[config.mk]
export PLATFORM = sky130hd
export DESIGN_NAME = pab_register_bank
export DESIGN_NICKNAME = d
export VERILOG_FILES = /design/src/rtl/pab_pkg.sv /design/src/rtl/pab_register_bank.sv
export SDC_FILE = /design/constraint.sdc
export NUM_CORES = 1
export LEC_CHECK = 0
export ABC_AREA = 1
export BUFFER_PORTS_ARGS = -buffer_cell sky130_fd_sc_hd__clkbuf_2
export CAP_MARGIN = 25
export CORE_UTILIZATION = 45
export CTS_BUF_LIST = sky130_fd_sc_hd__clkbuf_8
export CTS_CLUSTER_DIAMETER = 150
export DETAILED_ROUTE_END_ITERATION = 10
export PLACE_DENSITY = 0.7
export SLEW_MARGIN = 20
export SYNTH_ARGS = -nofsm -noshare
export SYNTH_HDL_FRONTEND = slang
export SYNTH_SLANG_ARGS = --single-unit
[constraint.sdc]
create_clock -name clock -period 2.6 [get_ports clock]
set_input_delay 0.26 -clock clock [delete_from_list [all_inputs] [get_ports clock]]
set_output_delay 0.26 -clock clock [all_outputs]
set_load 0.05 [all_outputs]
[src/rtl/pab_pkg.sv]
// Constants and state type for the coding-sublayer and negotiation register bank
package pab_pkg;

  // ----------------------------------------
  // Management device addresses
  // ----------------------------------------
  localparam logic [4:0] DEV_PCS = 5'h03;
  localparam logic [4:0] DEV_AN = 5'h07;

  // ----------------------------------------
  // Coding-sublayer register offsets
  // ----------------------------------------
  localparam logic [15:0] REG_CODING_STATUS_TWO = 16'h0008;
  localparam logic [15:0] REG_PCS_CTRL = 16'h08E6;
  localparam logic [15:0] REG_PCS_STAT = 16'h08E7;

  // ----------------------------------------
  // Negotiation register offsets
  // ----------------------------------------
  localparam logic [15:0] REG_DEVS_ONE = 16'h0005;
  localparam logic [15:0] REG_DEVS_TWO = 16'h0006;
  localparam logic [15:0] REG_AN_CTRL = 16'h0200;
  localparam logic [15:0] REG_AN_STAT = 16'h0201;
  localparam logic [15:0] REG_ADV_L = 16'h0202;
  localparam logic [15:0] REG_ADV_M = 16'h0203;
  localparam logic [15:0] REG_ADV_H = 16'h0204;
  localparam logic [15:0] REG_BP_L = 16'h0205;
  localparam logic [15:0] REG_BP_M = 16'h0206;
  localparam logic [15:0] REG_BP_H = 16'h0207;
  localparam logic [15:0] REG_NP_L = 16'h0208;
  localparam logic [15:0] REG_NP_M = 16'h0209;
  localparam logic [15:0] REG_NP_H = 16'h020A;
  localparam logic [15:0] REG_LNP_L = 16'h020B;
  localparam logic [15:0] REG_LNP_M = 16'h020C;
  localparam logic [15:0] REG_LNP_H = 16'h020D;

  // ----------------------------------------
  // Reset values
  // ----------------------------------------
  localparam logic [15:0] RST_CODING_STATUS_TWO = 16'h8000;
  localparam logic [15:0] RST_DEVS_ONE = 16'h008B;
  localparam logic [15:0] RST_DEVS_TWO = 16'hC000;
  localparam logic [15:0] RST_AN_CTRL = 16'h1000;
  localparam logic [15:0] RST_ADV_L = 16'h0001;
  localparam logic [15:0] RST_ADV_M = 16'h4000;
  localparam logic [15:0] RST_NP_L = 16'h2001;
  localparam logic [15:0] RST_ZERO = 16'h0000;

  // ----------------------------------------
  // Field positions
  // ----------------------------------------
  localparam int AN_CTRL_RESET_BIT = 15;
  localparam int AN_CTRL_RESTART_BIT = 9;
  localparam int LVL_ABLE_BIT = 13;
  localparam int LVL_REQ_BIT = 12;
  localparam logic [15:0] BP_H_MASK = 16'h7800;

  // ----------------------------------------
  // Indirect access through the short-frame register space
  // ----------------------------------------
  localparam logic [4:0] C22_ACC_CTRL = 5'h0D;
  localparam logic [4:0] C22_ACC_DATA = 5'h0E;
  localparam logic [1:0] FN_ADDR = 2'h0;
  localparam logic [1:0] FN_DATA = 2'h1;
  localparam logic [1:0] FN_INC_RW = 2'h2;
  localparam logic [1:0] FN_INC_WR = 2'h3;

  typedef struct packed {
    logic [15:0] pcs_ctrl;
    logic [15:0] an_ctrl;
    logic [15:0] adv_l;
    logic [15:0] adv_m;
    logic [15:0] adv_h;
    logic [15:0] np_l;
    logic [15:0] np_m;
    logic [15:0] np_h;
    logic [47:0] np_out;
    logic np_commit;
    logic an_restart;
    logic lvl_hi;
    logic [15:0] bp_mid;
    logic [15:0] bp_high;
    logic [15:0] lnp_mid;
    logic [15:0] lnp_high;
    logic [15:0] acc_ctrl;
    logic [15:0] acc_addr;
    logic [15:0] rdata;
    logic rvalid;
  } pab_state_type;

endpackage

[src/rtl/pab_register_bank.sv]
// Management register bank for the coding sublayer and single-pair negotiation
//
// Function
// Coding-sublayer registers answer under device 0x03 and negotiation registers under device 0x07.
// The first devices-present word of the negotiation device reads 0x008B.
// The second devices-present word of the negotiation device reads 0xC000.
// Reading the partner base-page low word captures its middle and high words in the same access.
// Reads of the partner base-page middle and high words return the capture of the last low-word read.
// Reading the partner next-page low word captures its middle and high words for later reads.
// Power-up and every negotiation reset restore the three next-page transmit words, low word 0x2001.
// The host writes the middle and high next-page transmit words before the low one.
// Bit 14 of the partner base-page high word is a read-only energy-saving flag, zero after reset.
// Bit 13 of the partner base-page high word is a read-only high-level ability flag, zero after reset.
// Bit 12 of the partner base-page high word is a read-only high-level request flag, zero after reset.
// Local ability, partner ability, partner request and local request together choose the high or low transmit level.
// Bit 11 of the partner base-page high word is a read-only short-reach half-duplex flag, zero after reset.
// Bit 15 and bits 10 to 0 of the partner base-page high word read as zero.
// The device registers are also reached indirectly through an access-control and an access register.
// A write of the next-page low word commits all three words as one 48-bit page.
`timescale 1ns/1ps

module pab_register_bank
  import pab_pkg::*;
(
  // Clock and reset
  input wire logic clock,
  input wire logic rst_b,
  // Management requests
  input wire logic req_valid,
  input wire logic req_write,
  input wire logic req_c22,
  input wire logic [4:0] req_dev,
  input wire logic [15:0] req_reg,
  input wire logic [15:0] req_wdata,
  output logic resp_valid,
  output logic [15:0] resp_rdata,
  // Negotiation engine side
  input wire logic an_reset,
  input wire logic [47:0] lp_base_page,
  input wire logic [47:0] lp_next_page,
  input wire logic [15:0] negotiation_status,
  input wire logic [15:0] pcs_status,
  // Configuration outputs
  output logic [15:0] pcs_control,
  output logic [15:0] negotiation_control,
  output logic [47:0] local_advert,
  output logic [47:0] next_page_tx,
  output logic next_page_commit,
  output logic an_restart,
  output logic tx_level_high
);
  import pab_pkg::*;

  pab_state_type s_q;
  pab_state_type s_d;

  logic mmd_acc;
  logic mmd_wr;
  logic mmd_rd;
  logic [4:0] mmd_dev;
  logic [15:0] mmd_reg;
  logic [15:0] mmd_val;
  logic neg_reset;
  logic [1:0] acc_fn;

  // ----------------------------------------
  // Decode helpers
  // ----------------------------------------
  function automatic logic hit(input logic [4:0] dev, input logic [15:0] rg,
                               input logic [4:0] want_dev, input logic [15:0] want_rg);
    hit = (dev == want_dev) && (rg == want_rg);
  endfunction

  // Words of a 48-bit page; the low word goes first on the wire
  function automatic logic [15:0] page_low(input logic [47:0] page);
    page_low = page[15:0];
  endfunction

  function automatic logic [15:0] page_mid(input logic [47:0] page);
    page_mid = page[31:16];
  endfunction

  function automatic logic [15:0] page_high(input logic [47:0] page);
    page_high = page[47:32];
  endfunction

  function automatic logic [47:0] make_page(input logic [15:0] high, input logic [15:0] mid,
                                            input logic [15:0] low);
    make_page = {high, mid, low};
  endfunction

  // Fields of the indirect access-control word
  function automatic logic [1:0] acc_mode(input logic [15:0] ctrl);
    acc_mode = ctrl[15:14];
  endfunction

  function automatic logic [4:0] acc_device(input logic [15:0] ctrl);
    acc_device = ctrl[4:0];
  endfunction

  // Short frames carry only a 5-bit register number
  function automatic logic [4:0] c22_number(input logic [15:0] rg);
    c22_number = rg[4:0];
  endfunction

  // Both ends must be able and at least one must ask
  function automatic logic pick_high_level(input logic [15:0] local_word, input logic [15:0] partner_word);
    pick_high_level = local_word[LVL_ABLE_BIT] && partner_word[LVL_ABLE_BIT]
                      && (local_word[LVL_REQ_BIT] || partner_word[LVL_REQ_BIT]);
  endfunction

  assign acc_fn = acc_mode(s_q.acc_ctrl);

  // ----------------------------------------
  // Next-state logic
  // ----------------------------------------
  always_comb
  begin
    s_d = s_q;
    s_d.np_commit = 1'b0;
    s_d.an_restart = 1'b0;
    s_d.rvalid = req_valid;
    mmd_acc = 1'b0;
    mmd_wr = 1'b0;
    mmd_rd = 1'b0;
    mmd_dev = req_dev;
    mmd_reg = req_reg;
    mmd_val = RST_ZERO;
    neg_reset = an_reset;

    // Route the request: direct long-frame access or indirect via the short-frame pair
    if (req_valid && !req_c22)
    begin
      mmd_acc = 1'b1;
    end
    else if (req_valid && req_c22)
    begin
      s_d.rdata = RST_ZERO;
      case (c22_number(req_reg))
        C22_ACC_CTRL:
        begin
          if (req_write)
          begin
            s_d.acc_ctrl = req_wdata;
          end
          else
          begin
            s_d.rdata = s_q.acc_ctrl;
          end
        end
        C22_ACC_DATA:
        begin
          if (acc_fn == FN_ADDR)
          begin
            if (req_write)
            begin
              s_d.acc_addr = req_wdata;
            end
            else
            begin
              s_d.rdata = s_q.acc_addr;
            end
          end
          else
          begin
            mmd_acc = 1'b1;
            mmd_dev = acc_device(s_q.acc_ctrl);
            mmd_reg = s_q.acc_addr;
            // Post-increment lets a host stream through a page of words
            if ((acc_fn == FN_INC_RW) || ((acc_fn == FN_INC_WR) && req_write))
            begin
              s_d.acc_addr = s_q.acc_addr + 16'h0001;
            end
          end
        end
        default:
        begin
          s_d.rdata = RST_ZERO;
        end
      endcase
    end

    mmd_wr = mmd_acc && req_write;
    mmd_rd = mmd_acc && !req_write;

    // Read decode; unmapped addresses read as zero
    if (mmd_dev == DEV_PCS)
    begin
      case (mmd_reg)
        REG_CODING_STATUS_TWO: mmd_val = RST_CODING_STATUS_TWO;
        REG_PCS_CTRL: mmd_val = s_q.pcs_ctrl;
        REG_PCS_STAT: mmd_val = pcs_status;
        default: mmd_val = RST_ZERO;
      endcase
    end
    else if (mmd_dev == DEV_AN)
    begin
      case (mmd_reg)
        REG_DEVS_ONE: mmd_val = RST_DEVS_ONE;
        REG_DEVS_TWO: mmd_val = RST_DEVS_TWO;
        REG_AN_CTRL: mmd_val = s_q.an_ctrl;
        REG_AN_STAT: mmd_val = negotiation_status;
        REG_ADV_L: mmd_val = s_q.adv_l;
        REG_ADV_M: mmd_val = s_q.adv_m;
        REG_ADV_H: mmd_val = s_q.adv_h;
        REG_BP_L: mmd_val = page_low(lp_base_page);
        REG_BP_M: mmd_val = s_q.bp_mid;
        REG_BP_H: mmd_val = s_q.bp_high;
        REG_NP_L: mmd_val = s_q.np_l;
        REG_NP_M: mmd_val = s_q.np_m;
        REG_NP_H: mmd_val = s_q.np_h;
        REG_LNP_L: mmd_val = page_low(lp_next_page);
        REG_LNP_M: mmd_val = s_q.lnp_mid;
        REG_LNP_H: mmd_val = s_q.lnp_high;
        default: mmd_val = RST_ZERO;
      endcase
    end
    else
    begin
      mmd_val = RST_ZERO;
    end

    if (mmd_rd)
    begin
      s_d.rdata = mmd_val;
    end

    // Low-word reads freeze the upper words so a multi-read sees one page
    if (mmd_rd && hit(mmd_dev, mmd_reg, DEV_AN, REG_BP_L))
    begin
      s_d.bp_mid = page_mid(lp_base_page);
      s_d.bp_high = page_high(lp_base_page) & BP_H_MASK;
    end
    if (mmd_rd && hit(mmd_dev, mmd_reg, DEV_AN, REG_LNP_L))
    begin
      s_d.lnp_mid = page_mid(lp_next_page);
      s_d.lnp_high = page_high(lp_next_page);
    end

    // Writes; read-only addresses ignore them
    if (mmd_wr)
    begin
      if (hit(mmd_dev, mmd_reg, DEV_PCS, REG_PCS_CTRL))
      begin
        s_d.pcs_ctrl = req_wdata;
      end
      if (hit(mmd_dev, mmd_reg, DEV_AN, REG_AN_CTRL))
      begin
        // Reset and restart are self-clearing commands, never stored
        s_d.an_ctrl = req_wdata;
        s_d.an_ctrl[AN_CTRL_RESET_BIT] = 1'b0;
        s_d.an_ctrl[AN_CTRL_RESTART_BIT] = 1'b0;
        s_d.an_restart = req_wdata[AN_CTRL_RESTART_BIT];
        if (req_wdata[AN_CTRL_RESET_BIT])
        begin
          neg_reset = 1'b1;
        end
      end
      if (hit(mmd_dev, mmd_reg, DEV_AN, REG_ADV_L))
      begin
        s_d.adv_l = req_wdata;
      end
      if (hit(mmd_dev, mmd_reg, DEV_AN, REG_ADV_M))
      begin
        s_d.adv_m = req_wdata;
      end
      if (hit(mmd_dev, mmd_reg, DEV_AN, REG_ADV_H))
      begin
        s_d.adv_h = req_wdata;
      end
      // Upper words only stage; the host fills them first
      if (hit(mmd_dev, mmd_reg, DEV_AN, REG_NP_M))
      begin
        s_d.np_m = req_wdata;
      end
      if (hit(mmd_dev, mmd_reg, DEV_AN, REG_NP_H))
      begin
        s_d.np_h = req_wdata;
      end
      if (hit(mmd_dev, mmd_reg, DEV_AN, REG_NP_L))
      begin
        s_d.np_l = req_wdata;
        s_d.np_out = make_page(s_q.np_h, s_q.np_m, req_wdata);
        s_d.np_commit = 1'b1;
      end
    end

    // Negotiation reset overrides any same-cycle page write
    if (neg_reset)
    begin
      s_d.np_l = RST_NP_L;
      s_d.np_m = RST_ZERO;
      s_d.np_h = RST_ZERO;
      s_d.np_out = make_page(RST_ZERO, RST_ZERO, RST_NP_L);
      s_d.np_commit = 1'b0;
    end

    s_d.lvl_hi = pick_high_level(s_q.adv_h, page_high(lp_base_page));
  end

  // ----------------------------------------
  // State register
  // ----------------------------------------
  always_ff @(posedge clock or negedge rst_b)
  begin
    if (!rst_b)
    begin
      s_q.pcs_ctrl <= RST_ZERO;
      s_q.an_ctrl <= RST_AN_CTRL;
      s_q.adv_l <= RST_ADV_L;
      s_q.adv_m <= RST_ADV_M;
      s_q.adv_h <= RST_ZERO;
      s_q.np_l <= RST_NP_L;
      s_q.np_m <= RST_ZERO;
      s_q.np_h <= RST_ZERO;
      s_q.np_out <= {RST_ZERO, RST_ZERO, RST_NP_L};
      s_q.np_commit <= 1'b0;
      s_q.an_restart <= 1'b0;
      s_q.lvl_hi <= 1'b0;
      s_q.bp_mid <= RST_ZERO;
      s_q.bp_high <= RST_ZERO;
      s_q.lnp_mid <= RST_ZERO;
      s_q.lnp_high <= RST_ZERO;
      s_q.acc_ctrl <= RST_ZERO;
      s_q.acc_addr <= RST_ZERO;
      s_q.rdata <= RST_ZERO;
      s_q.rvalid <= 1'b0;
    end
    else
    begin
      s_q <= s_d;
    end
  end

  // ----------------------------------------
  // Outputs
  // ----------------------------------------
  assign resp_valid = s_q.rvalid;
  assign resp_rdata = s_q.rdata;
  assign pcs_control = s_q.pcs_ctrl;
  assign negotiation_control = s_q.an_ctrl;
  assign local_advert = {s_q.adv_h, s_q.adv_m, s_q.adv_l};
  assign next_page_tx = s_q.np_out;
  assign next_page_commit = s_q.np_commit;
  assign an_restart = s_q.an_restart;
  assign tx_level_high = s_q.lvl_hi;

endmodule

# Word-level counts from Yosys, hierarchy flattened

Index checks and enable logic that the tools add are counted.
Widths: inputs -> output; s select.

$add $sub $neg: 1
Mux-type cells: 36
Eq/ne operators: 27
Bitwise logic cells: 1
Reductions and logical operators: 41

Operators with widths:

| operator              | number |
|---|---|
| $mux 16               | 18 |
| $pmux 16 s16          | 1 |
| $eq 16x10->1 const B  | 14 |
| $mux 98               | 1 |
| $mux 97               | 1 |
| $mux 49               | 1 |
| $pmux 16 s3           | 1 |
| $eq 16x12->1 const B  | 2 |
| $eq 16x3->1 const B   | 2 |
| $pmux 16 s2           | 1 |
| $mux 5                | 4 |
| $logic_and 1x1->1     | 19 |
| $reduce_and 2->1      | 9 |
| $add 16x1->16 const B | 1 |
| $eq 16x4->1 const B   | 1 |
| $reduce_bool 2->1     | 6 |
| $eq 5x4->1 const B    | 2 |
| $mux 1                | 8 |
| $eq 5x2->1 const B    | 1 |
| $eq 5x3->1 const B    | 1 |
| $reduce_and 5->1      | 1 |
| $eq 2x2->1 const B    | 2 |
| $ne 2x2->1 const B    | 2 |
| $reduce_and 4->1      | 1 |
| other kinds (4)       | 6 |

Bits in registers: 278
Input port bits: 171

# Depth between registers and ports, before layout

Depth after elaboration: 11
Gate-level depth with buffers: 24

# Worst setup path after synthesis

No wires, ideal clock.

Kind: register to register
Start: register s_q (netlist bit acc_fn[0])
End: register s_q[175] in the netlist's numbering
Data required time: 2.483 ns
Clock period less this slack: 2.458 ns
Path slack: 0.142 ns
Data arrival time: 2.341 ns
Library setup time: 0.117 ns
Cell stages (with the launch flop): 18
Path buffers: 3
Cell sequence: dfrtp_1 -> inv_2 -> nand2_2 -> nand4_4 -> buf_6 -> buf_2 -> nor2_1 -> nor2_1 -> nand2_1 -> nor2_2 -> nand2_1 -> nor3_2 -> inv_1 -> o21ai_2 -> nand2_2 -> buf_2 -> nand2_1 -> nand2_1

Word-level cells in the longest chain between the ends: 11

RTL lines:

| element                                           | RTL line                 | text |
|---|---|---|
| start: declaration                                | pab_register_bank.sv:54  | `pab_state_type s_q;` |
| $logic_not 2->1 (*)                               | pab_register_bank.sv:153 | `if (acc_fn == FN_ADDR)` |
| $mux 16 / $mux 5 (equally long branches)          | pab_register_bank.sv:153 |  |
| $mux 16 / $mux 5 (equally long branches)          | pab_register_bank.sv:139 | `case (c22_number(req_reg))` |
| $mux 16 / $mux 5 (equally long branches)          | pab_register_bank.sv:136 | `else if (req_valid && req_c22)` |
| $mux 16 / $mux 5 (equally long branches)          | pab_register_bank.sv:132 | `if (req_valid && !req_c22)` |
| $eq 16x10->1 / $eq 5x3->1 (equally long branches) | pab_register_bank.sv:71  | `hit = (dev == want_dev) && (rg == want_rg);` |
| $logic_and 1x1->1                                 | pab_register_bank.sv:71  |  |
| $mux 1                                            | pab_register_bank.sv:247 | `if (hit(mmd_dev, mmd_reg, DEV_AN, REG_AN_CTRL))` |
| $mux 1                                            | pab_register_bank.sv:241 | `if (mmd_wr)` |
| $reduce_bool 2->1 (no source line)                | n/a                      |  |
| $reduce_and 2->1 (no source line)                 | n/a                      |  |

Every way passes the cells marked *; elsewhere a longest branch is shown, timed or not.
A chain may end at the register's enable or synchronous reset.

# Worst setup path after layout

Start: register s_q (netlist bit acc_fn[0])
End: register s_q (netlist bit resp_rdata[10])

Word-level cells in the longest chain between the ends: 10

RTL lines:

| element                                            | RTL line                 | text |
|---|---|---|
| $logic_not 2->1 (*)                                | pab_register_bank.sv:153 |  |
| $mux 16                                            | pab_register_bank.sv:153 |  |
| $mux 16                                            | pab_register_bank.sv:139 |  |
| $mux 16                                            | pab_register_bank.sv:136 |  |
| $mux 16                                            | pab_register_bank.sv:132 |  |
| $eq 16x10->1 / $eq 16x3->1 (equally long branches) | pab_register_bank.sv:198 | `case (mmd_reg)` |
| $pmux 16 s16                                       | pab_register_bank.sv:198 |  |
| $mux 16                                            | pab_register_bank.sv:196 | `else if (mmd_dev == DEV_AN)` |
| $mux 16                                            | pab_register_bank.sv:187 | `if (mmd_dev == DEV_PCS)` |
| $mux 16                                            | pab_register_bank.sv:223 | `if (mmd_rd)` |

Every way passes the cells marked *; elsewhere a longest branch is shown, timed or not. The select of a mux whose other input is x is not followed.

==> metrics.txt <==
Hold Crit Depth=5; most common cell in the netlist=nand2_1; Reg2Reg Setup Slack=-0.14 ns; met2 Use GR=51.8%; vias in the first global route=15.0k; Final HPWL DP=44600 um; initial core utilization=45.7%; failing checks=setup timing; Overall Power=9760 uW; final instance area=0.0205 mm^2; M1 GR Usage=44.7%; max_cap viols=0; DR WL/cell=20.6 um; Worst R2R Path Depth=24; Max Clock Skew=0.0336 ns; Die X=189 um; most instantiated cells after synthesis=696 x nand2_1, 271 x dfrtp_1, 201 x nand3_1; setup repair after global routing missed its margin=yes; core area=0.0345 mm^2; Congestion Overflow GR=0; row cnt=68; Final Slew Violations=0; outcome=complete, but fails checks; # IOs=319; Seq/Total Area, Yosys=44.2%; final cycle utilization of the critical path=105%; share of layout cells above drive strength 1=30.8%; Avg Inst Size Synth=7.69 um^2; Max rail drop VDD=0.000430 V; Worst Hold Class=primary input to flop; post-layout min period=2.74 ns; Filler cells=3132; Final Non-Filler Cells=2944; mapped cell area=0.0158 mm^2; met3 Use GR=7.12%; Combinational Power Share=12.1%; number of H-tree levels=2; drc violations=0; Post-synth EDFFs=0; Startpoint Class=flop; worst skew pair latency=0.63 ns; endpoints failing hold=0; Placed Cells=2779; dominant synthesized flop cell=dfrtp_1; actual slew at the worst max-slew pin=0.654 ns; Flop pwr share=45.9%; die area=0.0358 mm^2; root buf cell=clkbuf_8; synthesis-to-layout area growth=29.8%; synthesized flop and latch total=278; worst hold endpoint=s_q[17]; gr busiest metal=met2; Placed Area=0.0182 mm^2; slack of the critical path=-0.140 ns; Reg-to-Reg Start=acc_fn[0]; Max transition margin=56.3%; gpl congestion=0.994; Yosys top cell area share=43.0%; initial antenna violation count=1; HP Start=req_wdata[0]; Post-Place Worst Slack=-0.277 ns; final WL=60700 um; Worst Path Arrival=3.29 ns; CTS tree=yes; Via Count=15.8k; first-pass GRT wire length=90200 um; Synth cell types=48; Synth Warn #=0; worst-case clock buffer depth=3; Power Density=477 mW/mm^2; Num CTS Buffers=49; synth top area cells=dfrtp_1 43%, nand2_1 17%, buf_4 7.4%, nand3_1 6.4%, o21ai_0 3.6%; CTS clk-pin slew, worst paths=0.06 ns; NetSw=2680 uW; final setup vio count=57; Antenna Nets Post-Route=0; Pint=7080 uW; Reg-to-Reg End=resp_rdata[10]; worst path required time=3.15 ns; Synth area leader=dfrtp_1; kind of critical path=flop to flop; Final nets=2625; input/output buffers=304; ant diodes=0; die span in y=189 um; Mapped Cells=2049; Sw Share=27.4%; router iterations before antenna repair=9; largest net degree at the start of global routing=86; leak pwr=0.0113 uW; Crit. End Element=flop; post-synthesis async set-or-reset flop share=100%; clock sink count=278; fmax=365 MHz; crit path max fanout=10; initial detailed-routing violation count=1658; vias per cell=5.38; global-route usage over all layers=33.9%; Clock power frac=42.0%
[flip-flops by register name, summed over array words and instances (netlist names)]
name and cells:
resp_rdata 16, s_q 130, pcs_control 16, acc_fn 2, an_restart 1, tx_level_high 1
local_advert 48, negotiation_control 14, next_page_tx 48, resp_valid 1, next_page_commit 1
[worst max path at each step]
stage | end | start | cells past startpoint
5_1_grt | resp_rdata[10] | acc_fn[0] | 25
3_3_place_gp | resp_rdata[10] | req_reg[0] | 26
2_1_floorplan | s_q[175] | acc_fn[0] | 17
6_report | resp_rdata[10] | acc_fn[0] | 24
3_5_place_dp | resp_rdata[10] | req_reg[3] | 25
4_1_cts | resp_rdata[11] | acc_fn[1] | 22
[cells in the final DEF, fill, tap and decap left out, types with 22 or more instances in the layout]
cell type	Yosys	layout
o21ai_0	113	108
nor2_1	98	86
clkbuf_8	0	58
a22o_1	31	31
mux2_2	25	25
nand4_1	33	33
dlygate4sd3_1	0	63
buf_12	0	27
nand2_1	696	662
o21ai_1	30	34
a21oi_1	35	31
inv_1	129	144
clkbuf_2	0	303
nand3_1	201	188
buf_6	5	22
nand2_2	9	36
buf_4	155	168
dfrtp_1	271	270
[power by group through the flow]
stage / clock [uW] / combinational [uW] / sequential (uW)
final: 4100 / 1180 / 4480
after global routing: 4400 / 1260 / 4490
after CTS: 4180 / 1140 / 4480
after detailed placement: 0 / 1040 / 4550
after global placement: 0 / 1030 / 4550
after floorplan: 0 / 440 / 4530
[final cells by class]
| type | instances | area [um^2] | area share (%) |
|---|---|---|---|
| multi-input combinational | 1396 | 7110 | 34.7 |
| sequential | 278 | 6970 | 34.1 |
| timing repair buffer | 587 | 4290 | 21.0 |
| clock buffer | 58 | 798 | 3.90 |
| tap | 455 | 569 | 2.78 |
| inverter | 141 | 541 | 2.64 |
| clock inverter | 29 | 189 | 0.924 |
[layer usage]
metal | part of all wire (%) | vias to the layer above
met1 | 41 | 7552
met5 | 0 | -
li1 | - | 7334
met4 | 5.5 | 0
met3 | 8.3 | 187
met2 | 45 | 766
[stage by stage]
| stage | setup TNS, ns | util (%) | hold slack (ns) |
|---|---|---|---|
| floorplan | 0 | - | -0.0356 |
| global placement | -17.42 | 52.8 | 0.248 |
| detailed placement | -21.81 | 52.8 | 0.252 |
| CTS | -0.276 | 58.5 | 0.00978 |
| global route | -19.44 | 59.4 | 0.0466 |
| finish | -1.68 | 59.4 | 0.0554 |
[cells by family after synthesis]
kind of cell	share of synthesized area [%]
adders and majority gates	0.0794
other	0.0238
AOI/OAI and AO/OA	8.64
and+or+nand+nor	29.8
DFF	44.2
buffers and inverters	13.2
xor gates and xnor gates	0.334
muxes	3.64
[critical path: stages (launching register included)]
cell and delay, ns:
dfrtp_1 0.37, inv_2 0.06, nand2_4 0.09, nand4_4 0.14
buf_12 0.17, nand2_1 0.08, nand2_2 0.08, nor2_2 0.14
nand2_4 0.11, buf_6 0.17, nor2_4 0.17, buf_12 0.15
nand3_1 0.09, nand2_1 0.10, inv_1 0.05, nand2_2 0.11
nor2_2 0.07, buf_4 0.13, nand2_1 0.04, nand2_1 0.07
nand2_1 0.06, nand2_1 0.05, nand2_1 0.05, nand2_1 0.05
nand2_1 0.06
[repair_timing]
action | in CTS | in global routing
gates resized for setup | 72 | 70
endpoints found under the setup margin | 159 | 212
cloned | 3 | 1
hold buffers | 63 | 0
hold endpoints to repair | 134 | 0
setup buffers | 4 | 7
pin swaps | 19 | 3
Note: power is estimated with default switching activity, not from simulation.
